File: src/pkg/poc_regs.svh
// register map, field positions, reset values and timing counts
`ifndef POC_REGS_SVH
`define POC_REGS_SVH
`define POC_A_CTRL 8'h00
`define POC_A_THR 8'h04
`define POC_A_DT 8'h08
`define POC_A_RST 8'h0C
`define POC_A_HARM 8'h10
`define POC_A_STAT 8'h14
`define POC_A_EXP 8'h18
`define POC_A_REM 8'h1C
`define POC_A_RATIO 8'h20
`define POC_A_CNT_S 8'h24
`define POC_A_CNT_T 8'h28
`define POC_A_CNT_B 8'h2C
`define POC_A_REC_SEL 8'h30
`define POC_A_REC_STAMP 8'h34
`define POC_A_REC_INFO 8'h38
`define POC_A_REC_CUR 8'h3C
`define POC_A_REC_PRE 8'h40
`define POC_A_REC_REM 8'h44
`define POC_CTRL_CLR 31
`define POC_THR_RST 16'h0078
`define POC_HARM_RST 16'h0001
`define POC_DT_RST 20'h00014
`define POC_EVEN_RST 1'h1
`define POC_HYST_PCT 32'h61
`define POC_HYST_DEN 32'h64
`define POC_RATIO_MUL 32'h64
`define POC_RATIO_MAX 20'hFFFFF
`define POC_CYCLE_MS 5
`define POC_PRETRIG_MS 20
`define POC_PREFAULT_MS 200
`define POC_PRETRIG_IDX (`POC_PRETRIG_MS / `POC_CYCLE_MS)
`define POC_HIST_DEPTH (`POC_PREFAULT_MS / `POC_CYCLE_MS + 1)
`define POC_REC_NUM 12
`define POC_REC_LAST 4'hB
`define POC_CNT_MAX 16'hFFFF
`define POC_COND_NORMAL 2'h0
`define POC_COND_START 2'h1
`define POC_COND_TRIP 2'h2
`define POC_COND_BLOCKED 2'h3
`define POC_KIND_START 2'h1
`define POC_KIND_TRIP 2'h2
`define POC_KIND_BLOCK 2'h3
`endif

File: src/pkg/poc_pkg.sv
// types shared by the overcurrent stage
package poc_pkg;
`include "poc_regs.svh"
  typedef enum logic [2:0] {
    POC_IDLE, POC_RUN, POC_TRIP, POC_REL, POC_BLK
  } poc_fsm_type;
  typedef enum logic [2:0] {
    POC_ON, POC_BLOCKED, POC_TEST, POC_TEST_BLK, POC_OFF
  } poc_mode_type;
  typedef enum logic [1:0] {
    POC_MAG_RMS, POC_MAG_TRUE_RMS_MAGNITUDE, POC_MAG_PP
  } poc_mag_type;
  typedef struct packed {
    logic [2:0][15:0] fund_rms;
    logic [2:0][15:0] true_rms_magnitude;
    logic [2:0][15:0] peak_to_peak;
    logic [15:0] harm2_ratio;
  } poc_meas_type;
  typedef struct packed {
    logic psel;
    logic penable;
    logic pwrite;
    logic [7:0] paddr;
    logic [31:0] pwdata;
  } poc_apb_req_type;
  typedef struct packed {
    logic [31:0] prdata;
    logic pready;
    logic pslverr;
  } poc_apb_rsp_type;
  typedef struct packed {
    logic start;
    logic trip;
    logic blocked;
    logic [1:0] cond;
    logic [5:0] phases;
    poc_mode_type mode;
    logic [19:0] expected;
    logic [19:0] remain;
    logic [19:0] ratio;
  } poc_status_type;
  typedef struct packed {
    logic [8:0] on;
    logic [8:0] off;
    logic [31:0] stamp;
  } poc_event_type;
  typedef struct packed {
    logic [31:0] stamp;
    logic [1:0] kind;
    logic [2:0] ftype;
    logic [2:0] group;
    logic [15:0] pre;
    logic [15:0] flt;
    logic [15:0] prefault;
    logic [19:0] remain;
  } poc_rec_type;
  typedef struct packed {
    poc_fsm_type fsm;
    logic blk_s;
    logic [2:0] ph_pick;
    logic tripped;
    logic [19:0] elapsed;
    logic [19:0] rel_cnt;
    logic inverse;
    logic inrush_en;
    poc_mag_type mag_sel;
    logic ev_on_en;
    logic ev_off_en;
    poc_mode_type mode;
    logic [15:0] thr;
    logic [19:0] dt_delay;
    logic [19:0] rst_delay;
    logic [15:0] harm_lim;
    logic [15:0] cnt_s;
    logic [15:0] cnt_t;
    logic [15:0] cnt_b;
    logic [`POC_HIST_DEPTH-1:0][15:0] hist;
    logic [3:0] wr_ptr;
    logic [3:0] rec_sel;
    poc_status_type st;
    poc_event_type ev;
    poc_apb_rsp_type rsp;
  } poc_state_type;
  typedef poc_rec_type [`POC_REC_NUM-1:0] poc_recs_type;
endpackage

File: src/verilog/poc_stage.sv
// three-phase overcurrent stage: decision, status, events and fault records
//
// What this block does
// RULE1 - blocking input sampled once at each program cycle tick, used all cycle
// RULE2 - blocking comes in on its own dedicated binary input
// RULE3 - pick-up without blocking raises start and begins delay timing
// RULE4 - pick-up with blocking raises blocked; no start, timing or trip
// RULE5 - blocking during start clears start and runs release timing
// RULE6 - source must assert blocking 5 ms before the delay expires
// RULE7 - optional second harmonic inrush block, default off, acts as blocking
// RULE8 - delay selectable definite time or inverse time, with reset timing
// RULE9 - expected time in 5 ms steps, inverse value refreshed every cycle
// RULE10 - remaining time to trip, signed, 5 ms steps
// RULE11 - ratio of highest phase current to threshold, 0.01 steps
// RULE12 - overall condition is one of normal, start, trip, blocked
// RULE13 - per-phase start and trip status for every phase combination
// RULE14 - reports behaviour mode on, blocked, test, test-blocked or off
// RULE15 - on and off events for start, trip, block and per phase
// RULE16 - configuration forwards on events, off events or both
// RULE17 - every event carries a time stamp of its status change
// RULE18 - clearable cumulative counters of start, trip and blocked
// RULE19 - twelve-entry rolling fault record, oldest overwritten
// RULE20 - records captured only on rising start, trip or blocked
// RULE21 - record holds stamp, event, type, currents, remaining time, group
// RULE22 - pick-up when any phase magnitude exceeds the common threshold
// RULE23 - pick-up releases below 97 percent of threshold
// RULE24 - magnitude selectable fundamental, true rms or peak-to-peak
// RULE25 - expired delay gives trip, held until release timing completes
// RULE26 - counters saturate, clearing acts within one program cycle
//
// Added by the designer: the APB slave port and the register offsets.
`timescale 1ns/1ps
`default_nettype none
`include "poc_regs.svh"
module poc_stage (
  // clock and reset
  input wire logic pclk,
  input wire logic presetn,
  // register bus
  input wire poc_pkg::poc_apb_req_type req,
  output poc_pkg::poc_apb_rsp_type rsp,
  // program cycle and measurement
  input wire logic cycle_tick,
  input wire poc_pkg::poc_meas_type meas,
  input wire logic [19:0] inverse_time_delay,
  input wire logic [31:0] timestamp,
  input wire logic [2:0] setting_group,
  // blocking matrix
  input wire logic ext_block,
  // status and events
  output poc_pkg::poc_status_type status,
  output poc_pkg::poc_event_type events
);
  import poc_pkg::*;

  poc_state_type s;
  poc_state_type n;
  poc_recs_type recs;
  poc_recs_type next_recs;
  logic [2:0][15:0] mag;
  logic [2:0] hi;
  logic [2:0] lo;
  logic [2:0] ph_new;
  logic [15:0] mx;
  logic [31:0] quot;
  logic [19:0] ratio;
  logic inrush;
  logic mode_blk;
  logic off;
  logic blk_eff;
  logic any_new;
  logic [19:0] exp_t;
  logic acc_wr;
  logic clr_req;
  logic rec_cap;

  // per-phase magnitude select and pick-up with hysteresis
  for (genvar i = 0; i < 3; i++) begin : g_ph
    assign mag[i] = (s.mag_sel == POC_MAG_TRUE_RMS_MAGNITUDE) ? meas.true_rms_magnitude[i] :
                    (s.mag_sel == POC_MAG_PP) ? meas.peak_to_peak[i] :
                    meas.fund_rms[i]; // see RULE24
    assign hi[i] = mag[i] > s.thr; // see RULE22
    assign lo[i] = ({16'h0, mag[i]} * `POC_HYST_DEN) <
                   ({16'h0, s.thr} * `POC_HYST_PCT); // see RULE23
    assign ph_new[i] = hi[i] | (s.ph_pick[i] & ~lo[i]);
  end

  // highest phase and ratio to threshold
  always_comb begin
    mx = mag[0];
    if (mag[1] > mx) begin
      mx = mag[1];
    end
    if (mag[2] > mx) begin
      mx = mag[2];
    end
  end
  assign quot = (s.thr == 16'h0) ? 32'hFFFFFFFF :
                ({16'h0, mx} * `POC_RATIO_MUL) / {16'h0, s.thr};
  assign ratio = (quot > {12'h0, `POC_RATIO_MAX}) ? `POC_RATIO_MAX :
                 quot[19:0]; // see RULE11

  assign inrush = s.inrush_en & (meas.harm2_ratio > s.harm_lim); // see RULE7
  assign mode_blk = (s.mode == POC_BLOCKED) || (s.mode == POC_TEST_BLK);
  assign off = s.mode == POC_OFF;
  assign blk_eff = ext_block | inrush | mode_blk; // see RULE2
  assign any_new = (|ph_new) & ~off;
  assign exp_t = s.inverse ? inverse_time_delay : s.dt_delay; // see RULE8
  assign acc_wr = req.psel & req.penable & req.pwrite & s.rsp.pready;
  assign clr_req = acc_wr && (req.paddr == `POC_A_CTRL) &&
                   req.pwdata[`POC_CTRL_CLR];

  always_comb begin
    poc_rec_type rec;
    poc_rec_type nrec;
    logic [31:0] rd;
    logic hit;
    logic [8:0] v_old;
    logic [8:0] v_new;
    logic [19:0] nxt;
    rec = recs[s.rec_sel];
    nrec = '0;
    rd = 32'h0;
    hit = 1'b1;
    v_old = 9'h0;
    v_new = 9'h0;
    nxt = 20'h0;
    n = s;
    next_recs = recs;
    rec_cap = 1'b0;
    n.ev.on = 9'h0;
    n.ev.off = 9'h0;
    // register read mux
    case (req.paddr)
      `POC_A_CTRL: rd = {23'h0, s.mode, s.ev_off_en, s.ev_on_en, s.mag_sel,
                         s.inrush_en, s.inverse};
      `POC_A_THR: rd = {16'h0, s.thr};
      `POC_A_DT: rd = {12'h0, s.dt_delay};
      `POC_A_RST: rd = {12'h0, s.rst_delay};
      `POC_A_HARM: rd = {16'h0, s.harm_lim};
      `POC_A_STAT: rd = {18'h0, s.st.mode, s.st.phases, s.st.cond,
                         s.st.blocked, s.st.trip, s.st.start};
      `POC_A_EXP: rd = {12'h0, s.st.expected};
      `POC_A_REM: rd = {{12{s.st.remain[19]}}, s.st.remain};
      `POC_A_RATIO: rd = {12'h0, s.st.ratio};
      `POC_A_CNT_S: rd = {16'h0, s.cnt_s};
      `POC_A_CNT_T: rd = {16'h0, s.cnt_t};
      `POC_A_CNT_B: rd = {16'h0, s.cnt_b};
      `POC_A_REC_SEL: rd = {28'h0, s.rec_sel};
      `POC_A_REC_STAMP: rd = rec.stamp;
      `POC_A_REC_INFO: rd = {20'h0, rec.kind, rec.ftype, rec.group,
                             s.wr_ptr};
      `POC_A_REC_CUR: rd = {rec.pre, rec.flt};
      `POC_A_REC_PRE: rd = {16'h0, rec.prefault};
      `POC_A_REC_REM: rd = {{12{rec.remain[19]}}, rec.remain};
      default: hit = 1'b0;
    endcase
    n.rsp.pready = req.psel & ~req.penable;
    n.rsp.pslverr = req.psel & ~req.penable & ~hit;
    if (req.psel & ~req.penable) begin
      n.rsp.prdata = rd;
    end
    // register writes
    if (acc_wr) begin
      case (req.paddr)
        `POC_A_CTRL: begin
          n.inverse = req.pwdata[0];
          n.inrush_en = req.pwdata[1];
          n.mag_sel = (req.pwdata[3:2] > 2'h2) ? POC_MAG_RMS :
                      poc_mag_type'(req.pwdata[3:2]);
          n.ev_on_en = req.pwdata[4];
          n.ev_off_en = req.pwdata[5];
          n.mode = (req.pwdata[8:6] > 3'h4) ? POC_OFF :
                   poc_mode_type'(req.pwdata[8:6]);
          if (clr_req) begin
            n.cnt_s = 16'h0; // see RULE18
            n.cnt_t = 16'h0;
            n.cnt_b = 16'h0;
          end
        end
        `POC_A_THR: n.thr = req.pwdata[15:0];
        `POC_A_DT: n.dt_delay = req.pwdata[19:0];
        `POC_A_RST: n.rst_delay = req.pwdata[19:0];
        `POC_A_HARM: n.harm_lim = req.pwdata[15:0];
        `POC_A_REC_SEL: n.rec_sel = (req.pwdata[3:0] > `POC_REC_LAST) ?
                                    `POC_REC_LAST : req.pwdata[3:0];
        default: ;
      endcase
    end
    // program cycle evaluation
    if (cycle_tick) begin
      n.blk_s = ext_block; // see RULE1
      n.hist = {s.hist[`POC_HIST_DEPTH-2:0], mx};
      n.ph_pick = off ? 3'h0 : ph_new;
      nxt = s.elapsed + 20'h1;
      case (s.fsm)
        POC_IDLE: begin
          n.elapsed = 20'h0;
          if (any_new) begin
            n.fsm = blk_eff ? POC_BLK : POC_RUN; // see RULE3 RULE4
          end
        end
        POC_BLK: begin
          if (!any_new) begin
            n.fsm = POC_IDLE;
          end else if (!blk_eff) begin
            n.fsm = POC_RUN;
          end
        end
        POC_RUN: begin
          if (!any_new || blk_eff) begin
            n.fsm = POC_REL; // see RULE5
            n.rel_cnt = 20'h0;
          end else begin
            n.elapsed = nxt;
            if (nxt >= exp_t) begin
              n.fsm = POC_TRIP; // see RULE25
              n.tripped = 1'b1;
            end
          end
        end
        POC_TRIP: begin
          if (!any_new) begin
            n.fsm = POC_REL;
            n.rel_cnt = 20'h0;
          end
        end
        POC_REL: begin
          if (any_new && !blk_eff) begin
            n.fsm = s.tripped ? POC_TRIP : POC_RUN;
          end else if (s.rel_cnt + 20'h1 >= s.rst_delay) begin
            n.fsm = POC_IDLE; // see RULE8 RULE25
            n.tripped = 1'b0;
            n.elapsed = 20'h0;
          end else begin
            n.rel_cnt = s.rel_cnt + 20'h1;
          end
        end
        default: n.fsm = POC_IDLE;
      endcase
      if (off) begin
        n.fsm = POC_IDLE;
        n.tripped = 1'b0;
        n.elapsed = 20'h0;
      end
      // status
      n.st.start = n.fsm == POC_RUN;
      n.st.trip = n.tripped;
      n.st.blocked = any_new & blk_eff & ~n.st.start & ~n.tripped;
      if (n.st.trip) begin // see RULE12
        n.st.cond = `POC_COND_TRIP;
      end else if (n.st.start) begin
        n.st.cond = `POC_COND_START;
      end else if (n.st.blocked) begin
        n.st.cond = `POC_COND_BLOCKED;
      end else begin
        n.st.cond = `POC_COND_NORMAL;
      end
      n.st.phases = {n.ph_pick & {3{n.st.trip}},
                     n.ph_pick & {3{n.st.start}}}; // see RULE13
      n.st.mode = s.mode; // see RULE14
      n.st.expected = exp_t; // see RULE9
      n.st.remain = (n.st.start | n.st.trip) ? exp_t - n.elapsed :
                    20'h0; // see RULE10
      n.st.ratio = ratio;
      // events
      v_old = {s.st.phases, s.st.blocked, s.st.trip, s.st.start};
      v_new = {n.st.phases, n.st.blocked, n.st.trip, n.st.start};
      n.ev.on = v_new & ~v_old & {9{s.ev_on_en}}; // see RULE15 RULE16
      n.ev.off = ~v_new & v_old & {9{s.ev_off_en}};
      if (v_new != v_old) begin
        n.ev.stamp = timestamp; // see RULE17
      end
      // counters, set wins over clear
      if (n.st.start & ~s.st.start & (n.cnt_s != `POC_CNT_MAX)) begin
        n.cnt_s = n.cnt_s + 16'h1; // see RULE26
      end
      if (n.st.trip & ~s.st.trip & (n.cnt_t != `POC_CNT_MAX)) begin
        n.cnt_t = n.cnt_t + 16'h1;
      end
      if (n.st.blocked & ~s.st.blocked & (n.cnt_b != `POC_CNT_MAX)) begin
        n.cnt_b = n.cnt_b + 16'h1;
      end
      // fault record on rising edges only
      rec_cap = |(v_new[2:0] & ~v_old[2:0]); // see RULE20
      if (rec_cap) begin
        nrec.stamp = timestamp; // see RULE21
        nrec.kind = v_new[1] & ~v_old[1] ? `POC_KIND_TRIP :
                    v_new[0] & ~v_old[0] ? `POC_KIND_START :
                    `POC_KIND_BLOCK;
        nrec.ftype = n.ph_pick;
        nrec.group = setting_group;
        nrec.pre = s.hist[`POC_PRETRIG_IDX-1];
        nrec.flt = mx;
        nrec.prefault = s.hist[`POC_HIST_DEPTH-2];
        nrec.remain = n.st.remain;
        next_recs[s.wr_ptr] = nrec; // see RULE19
        n.wr_ptr = (s.wr_ptr == `POC_REC_LAST) ? 4'h0 : s.wr_ptr + 4'h1;
      end
    end
  end

  always_ff @(posedge pclk or negedge presetn) begin
    if (!presetn) begin
      s <= '0;
      s.thr <= `POC_THR_RST;
      s.harm_lim <= `POC_HARM_RST;
      s.dt_delay <= `POC_DT_RST;
      s.ev_on_en <= `POC_EVEN_RST;
      s.ev_off_en <= `POC_EVEN_RST;
      recs <= '0;
    end else begin
      s <= n;
      recs <= next_recs;
    end
  end

  assign rsp = s.rsp;
  assign status = s.st;
  assign events = s.ev;
endmodule
`default_nettype wire

File: config.mk
export PLATFORM = sky130hd
export DESIGN_NAME = poc_stage
export DESIGN_NICKNAME = d
export VERILOG_FILES = /design/src/pkg/poc_pkg.sv /design/src/verilog/poc_stage.sv
export VERILOG_INCLUDE_DIRS = /design/src /design/src/pkg
export SDC_FILE = /design/constraint.sdc
export NUM_CORES = 2
export LEC_CHECK = 0
export BUFFER_PORTS_ARGS = -buffer_cell sky130_fd_sc_hd__buf_2
export CORE_ASPECT_RATIO = 2
export CORE_MARGIN = 3
export CORE_UTILIZATION = 52
export CTS_BUF_LIST = sky130_fd_sc_hd__clkbuf_16
export DETAILED_ROUTE_END_ITERATION = 12
export GPL_TIMING_DRIVEN = 0
export PLACE_DENSITY = 0.69
export RECOVER_POWER = 100
export SLEW_MARGIN = 20
export SYNTH_ARGS = -nofsm -noshare
export SYNTH_HDL_FRONTEND = slang
export SYNTH_SLANG_ARGS = --single-unit
File: constraint.sdc
create_clock -name pclk -period 233.5 [get_ports pclk]
set_input_delay 46.7 -clock pclk [delete_from_list [all_inputs] [get_ports pclk]]
set_output_delay 46.7 -clock pclk [all_outputs]
set_load 0.02 [all_outputs]
Yosys cells after proc, flatten, opt, wreduce, memory -nomap -nowiden:

Index checks and enable logic that the tools add are counted.
W data, S select, Z words.

* output and inout port bits: 158
* bits in latches: 0
* bits in read-only memories: 0
* logic and storage cells: 372
* bits in registers: 2293
* memories: 0
* RAM bits: 0
* input bits: 262

* add/sub/neg operators: 7
* div/mod/pow operators: 1
* mux-type cells: 64
* equal/unequal tests: 36
* reduce and logical (&&, ||, !) cells: 24
* bitwise operators: 46
* shifts and indexed selects: 0
* multipliers: 5
* order comparisons: 18

Operators with widths (count)
* $bwmux W1296: 1
* $mux W708: 1
* $pmux W32 S18: 1
* $bmux W108 S4: 1
* $demux W108 S4: 1
* $mux W108: 2
* $mux W16: 11
* $mux W48: 3
* $mux W20: 6
* $pmux W20 S3: 2
* $gt A16 B16 Y1: 6
* $mul A16 B5 Y21 const B: 4
* $mux W21: 4
* $lt A23 B23 Y1: 3
* $eq A8 B6 Y1 const B: 8
* $mux W32: 2
* $mux W50: 1
* $add A16 B1 Y16 const B: 3
* $ne A16 B16 Y1 const B: 3
* $mux W41: 1
* $add A20 B1 Y20 const B: 2
* $ge A20 B20 Y1: 2
* $mux W3: 13
* $and A9 B9 Y9: 4
* 44 further kinds: 116

Logic depth before layout (Yosys ltp):

* word-level depth: 24
* mapped depth: 539

Worst setup path before layout:

No wires, ideal clock.

* path kind: input to register
* from: input meas[119] (netlist name)
* to: register s (netlist bit status[0])
* required time: 233364 ps
* slack: 86092 ps
* library setup time: 136 ps
* stages: 517
* arrival: 147273 ps
* path through: nor2b_1 a211oi_1 a21oi_1 inv_1 ha_1 and3_1 a221o_1 a22o_1 o31ai_1 clkbuf_1 mux2i_1 ha_1 a21o_1 a21o_1 a211oi_1 nand2_1 a31oi_1 o211a_1 (+481 left out) nor2_4 nand4_2 buf_2 buf_4 a21oi_1 ha_1 a21oi_1 nor2b_1 o21ai_0 nand2b_1 a21oi_1 nor2b_1 o211ai_1 o2111ai_1 nor4_1 o21ai_0 a2111oi_2 a31oi_1

* cells in the longest elaborated chain, start to end: 11

Ends and longest elaborated chain
* from (decl): line poc_stage.sv:44 `input wire poc_pkg::poc_meas_type meas,`
* $mux W16 *: line poc_stage.sv:80 `(s.mag_sel == POC_MAG_PP) ? meas.peak_to_peak[i] :`
* $mux W16 *: line poc_stage.sv:79 `assign mag[i] = (s.mag_sel == POC_MAG_TRUE_RMS_MAGNITUDE) ? meas.true_rms_magnitude[i] :`
* $gt A16 B16 Y1: line poc_stage.sv:91 `if (mag[1] > mx) begin`
* $mux W16 *: line poc_stage.sv:91
* $gt A16 B16 Y1: line poc_stage.sv:94 `if (mag[2] > mx) begin`
* $mux W16 *: line poc_stage.sv:94
* via mx[6]: line poc_stage.sv:64 `logic [15:0] mx;`
* $mul A16 B5 Y21 (no line) *
* $div A23 B16 Y32 *: line poc_stage.sv:99 `` ({16'h0, mx} * `POC_RATIO_MUL) / {16'h0, s.thr}; ``
* $mux W32 *: line poc_stage.sv:98 `assign quot = (s.thr == 16'h0) ? 32'hFFFFFFFF :`
* $gt A32 B20 Y1: line poc_stage.sv:100 `` assign ratio = (quot > {12'h0, `POC_RATIO_MAX}) ? `POC_RATIO_MAX : ``
* $mux W20 *: line poc_stage.sv:100
* to (signal assigned): line poc_stage.sv:313 `s <= n;`
* to (decl): line poc_stage.sv:56 `poc_state_type s;`

Mark *: on every way through the listed nets, which the timed path passes. The rest lies on a longest branch.
A chain may end at the register's enable or synchronous reset.

Worst setup path after layout:

Same ends and word-level chain as after synthesis.

==> flow_summary.toml <==
[outcome]
status = "finished, violations left"
violations = "DRC, capacitance limit, slew limit"

[grt]
grt.overflow.total = 0
grt_pass1_vias = 110300
grt_pass1_wl_um = 791500
track_usage_pct = 42.28
grt_max_degree = 141
grt_antenna_before_repair = 99

[place]
hpwlAfterDp_um = 432900
place_congestion = 1.085
port_buffers = 407

[detailed_routing]
routed_wl_um = 560000
viasPerCell = 6.401
dr.pass1.iters = 12
ant_nets = 0
vias = 110800
drc = 4
first_iter_violations = 10310
wl_per_cell_um = 32.35

[setup_path]
r2r-end = "status[0]"
startpoint = "meas[119]"
r2r_cells = 516
start_kind = "primary input"
r2r-start = "s[947]"
cp_common_cell = "o21a_1"
r2r_slack_ps = 96260
critPathMaxStageDelay_ps = 1910
worstPathArrival_ps = 181460
cp-end-kind = "register"
path_delay_family = "compound AO/OA/AOI/OAI gates"
cp_slowest_cell = "o21ai_0"
critical_path_peak_fanout = 10
crit_buf_inv = 67
required_ps = 234250
worstSetupPathType = "in2reg"

[min_path]
hold_end = "s[531]"
hold_path_class = "reg2reg"
worstHoldStart = "s[515]"
worstHoldPathCells = 1

[logic_synthesis]
ys_ff_latch = 2277
synth-compound-area-share_pct = 11.62
postSynthAreaPerCell_um2 = 10.48
synth_flop_cell = "dfrtp_1"
synth_fa_ha_area_share_pct = 9.400
muxShareOfSynthArea_pct = 18.60
yosysSeqAreaShare_pct = 42.39
synth_top_family_by_area = "multiplexers"
synth.distinct_cells = 125
ys_warn_count = 0
synthXorXnorAreaFrac_pct = 1.979
synth_cells = 12830
synth_area_um2 = 134400
synth_edf_count = 0
synth_simple_gate_area_share_pct = 11.61
synthArstFlopShare_pct = 100.0

[clock_network]
hold_buffers = 0
insertion_delay_ps = 920
cts_buffers = 194
clk_path_buf_depth = 4
clockRootBuffer = "clkbuf_16"
cts_tree = "yes"
cts.sink_count = 2277
cts_setup_buffers = 0
cts_repair_resize_count = 0
cts_htree_levels = 4
clkTransAtPathRegs_ps = 90

[floorplanning]
core-area_um2 = 257000
die_h_um = 725.1
io_pins = 420
fp.dieW_um = 365.5
core.rowCount = 263
start_util_pct = 52.31
dieArea_um2 = 265100

[timing]
fmax_ghz = 0.005534
max_slew_margin_pct = -376.2
rsz0062_at_grt = "no"
hold_violations = 0
fin_crit_sh_pct = 77.39
period_minus_slack_ps = 180710
report.final.slew_viol_count = 2452
finalSetupTns_ps = 0
tightest_slew_ps = 7143
fin_skew_ps = 77.26
setup_violations = 0

[flow_run]
maxCapViolCount = 40

[finish]
layout_common_cells = "2,267 x dfrtp_1, 1,912 x nand2_1, 1,378 x mux2_2, 926 x ha_1, 764 x o21ai_0"
syn_to_final_growth_pct = 10.61
drive_gt1_share_pct = 20.23
layout_commonest_cell = "dfrtp_1"
nets = 14770
[cells in the mapped netlist, types with 25 or more instances]
| library cell | n | share of area, % |
|---|---|---|
| o211ai_1 | 38 | 0.21 |
| o21ai_1 | 25 | 0.093 |
| nand3_1 | 133 | 0.50 |
| dfrtp_1 | 2268 | 42 |
| nor2b_1 | 121 | 0.56 |
| a21o_1 | 92 | 0.51 |
| a221oi_1 | 52 | 0.34 |
| xor2_1 | 127 | 0.83 |
| mux2_2 | 1379 | 12 |
| nor4_1 | 25 | 0.12 |
| or3_1 | 59 | 0.27 |
| nor3_1 | 297 | 1.1 |
| o21a_1 | 244 | 1.4 |
| buf_1 | 77 | 0.21 |
| nand2_1 | 1912 | 5.3 |
| a211oi_1 | 71 | 0.40 |
| nor2_1 | 511 | 1.4 |
| a22oi_1 | 93 | 0.52 |
| a21oi_1 | 484 | 1.8 |
| fa_1 | 52 | 0.77 |
| xnor2_1 | 175 | 1.1 |
| o21ai_0 | 774 | 2.9 |
| o31ai_1 | 150 | 0.84 |
| nand4_1 | 94 | 0.44 |
| o21bai_1 | 39 | 0.22 |
| inv_1 | 531 | 1.5 |
| buf_4 | 162 | 0.90 |
| mux2i_1 | 212 | 1.6 |
| ha_1 | 926 | 8.6 |
| or2_2 | 52 | 0.24 |
| and2_1 | 53 | 0.25 |
| nand2b_1 | 89 | 0.41 |
| a22o_1 | 39 | 0.25 |
| a31oi_1 | 48 | 0.22 |
| o22ai_1 | 51 | 0.24 |
| clkbuf_1 | 612 | 1.7 |
| and3_1 | 79 | 0.37 |
| mux4_2 | 324 | 5.4 |
[registers in the layout (all words and copies together), names as in the netlist]
register / flops
recs: 1296
s: 823
status: 74
events: 50
rsp: 34
[layout make-up]
class	count	area, um2
fillers	22530	108300
multi-input cells	9157	71740
flip-flops and latches	2277	56990
clock buffers	197	4930
well taps	3445	4310
plain buffers	872	3911
repair buffers	498	3137
inverters	533	2011
clock inverters	147	1217
diodes	184	460.4
[cells by family after synthesis]
| kind of cell | Yosys count |
|---|---|
| fa+ha+maj | 979 |
| other cells | 1 |
| flops | 2277 |
| buf+inv | 1405 |
| compound gates | 2441 |
| xor+xnor | 303 |
| simple gates | 3506 |
| mux | 1920 |
[metrics by stage]
stage / setup WS (ps) / hold WS (ps) / instance area, um2 / instances / util (%)
after CTS: 61130 / 457.1 / 149000 / 17120 / 57.98
after global routing: 44540 / 482.5 / 148600 / 17250 / 57.81
after global placement: 59520 / 452.8 / 140800 / 16690 / 54.79
final: 52790 / 465.2 / 148700 / 17310 / 57.86
after detailed placement: 60640 / 458.0 / 142900 / 16780 / 55.58
after floorplan: 86090 / 440.7 / 134500 / 12840 / -
[worst reg2reg max path: cells and delay by family (launching register included)]
kind / cells / cell delay [ps]
compound gates: 309 / 75540
buf+inv: 71 / 23960
simple gates: 93 / 23430
fa+ha+maj: 35 / 11350
mux: 8 / 2520
flops: 1 / 480
[worst max-delay path by stage]
stage / end / slack [ps] / cells after the start
5_1_grt: status[0] / 44540 / 515
2_1_floorplan: status[0] / 86090 / 517
3_3_place_gp: status[0] / 59520 / 512
3_5_place_dp: status[0] / 60640 / 513
4_1_cts: status[0] / 61130 / 513
6_report: status[0] / 52790 / 513
[layer usage]
layer / global-route usage, % / routed length (um) / up-vias
met5: 0.4994 / 404 / -
met4: 48.09 / 80960 / 34
met3: 13.31 / 50420 / 2610
met2: 65.78 / 254900 / 5987
met1: 41.66 / 173400 / 54940
li1: - / - / 47230
Power is not shown: default switching activity piles up to over one toggle a cycle in this logic, so the estimate is an artifact.
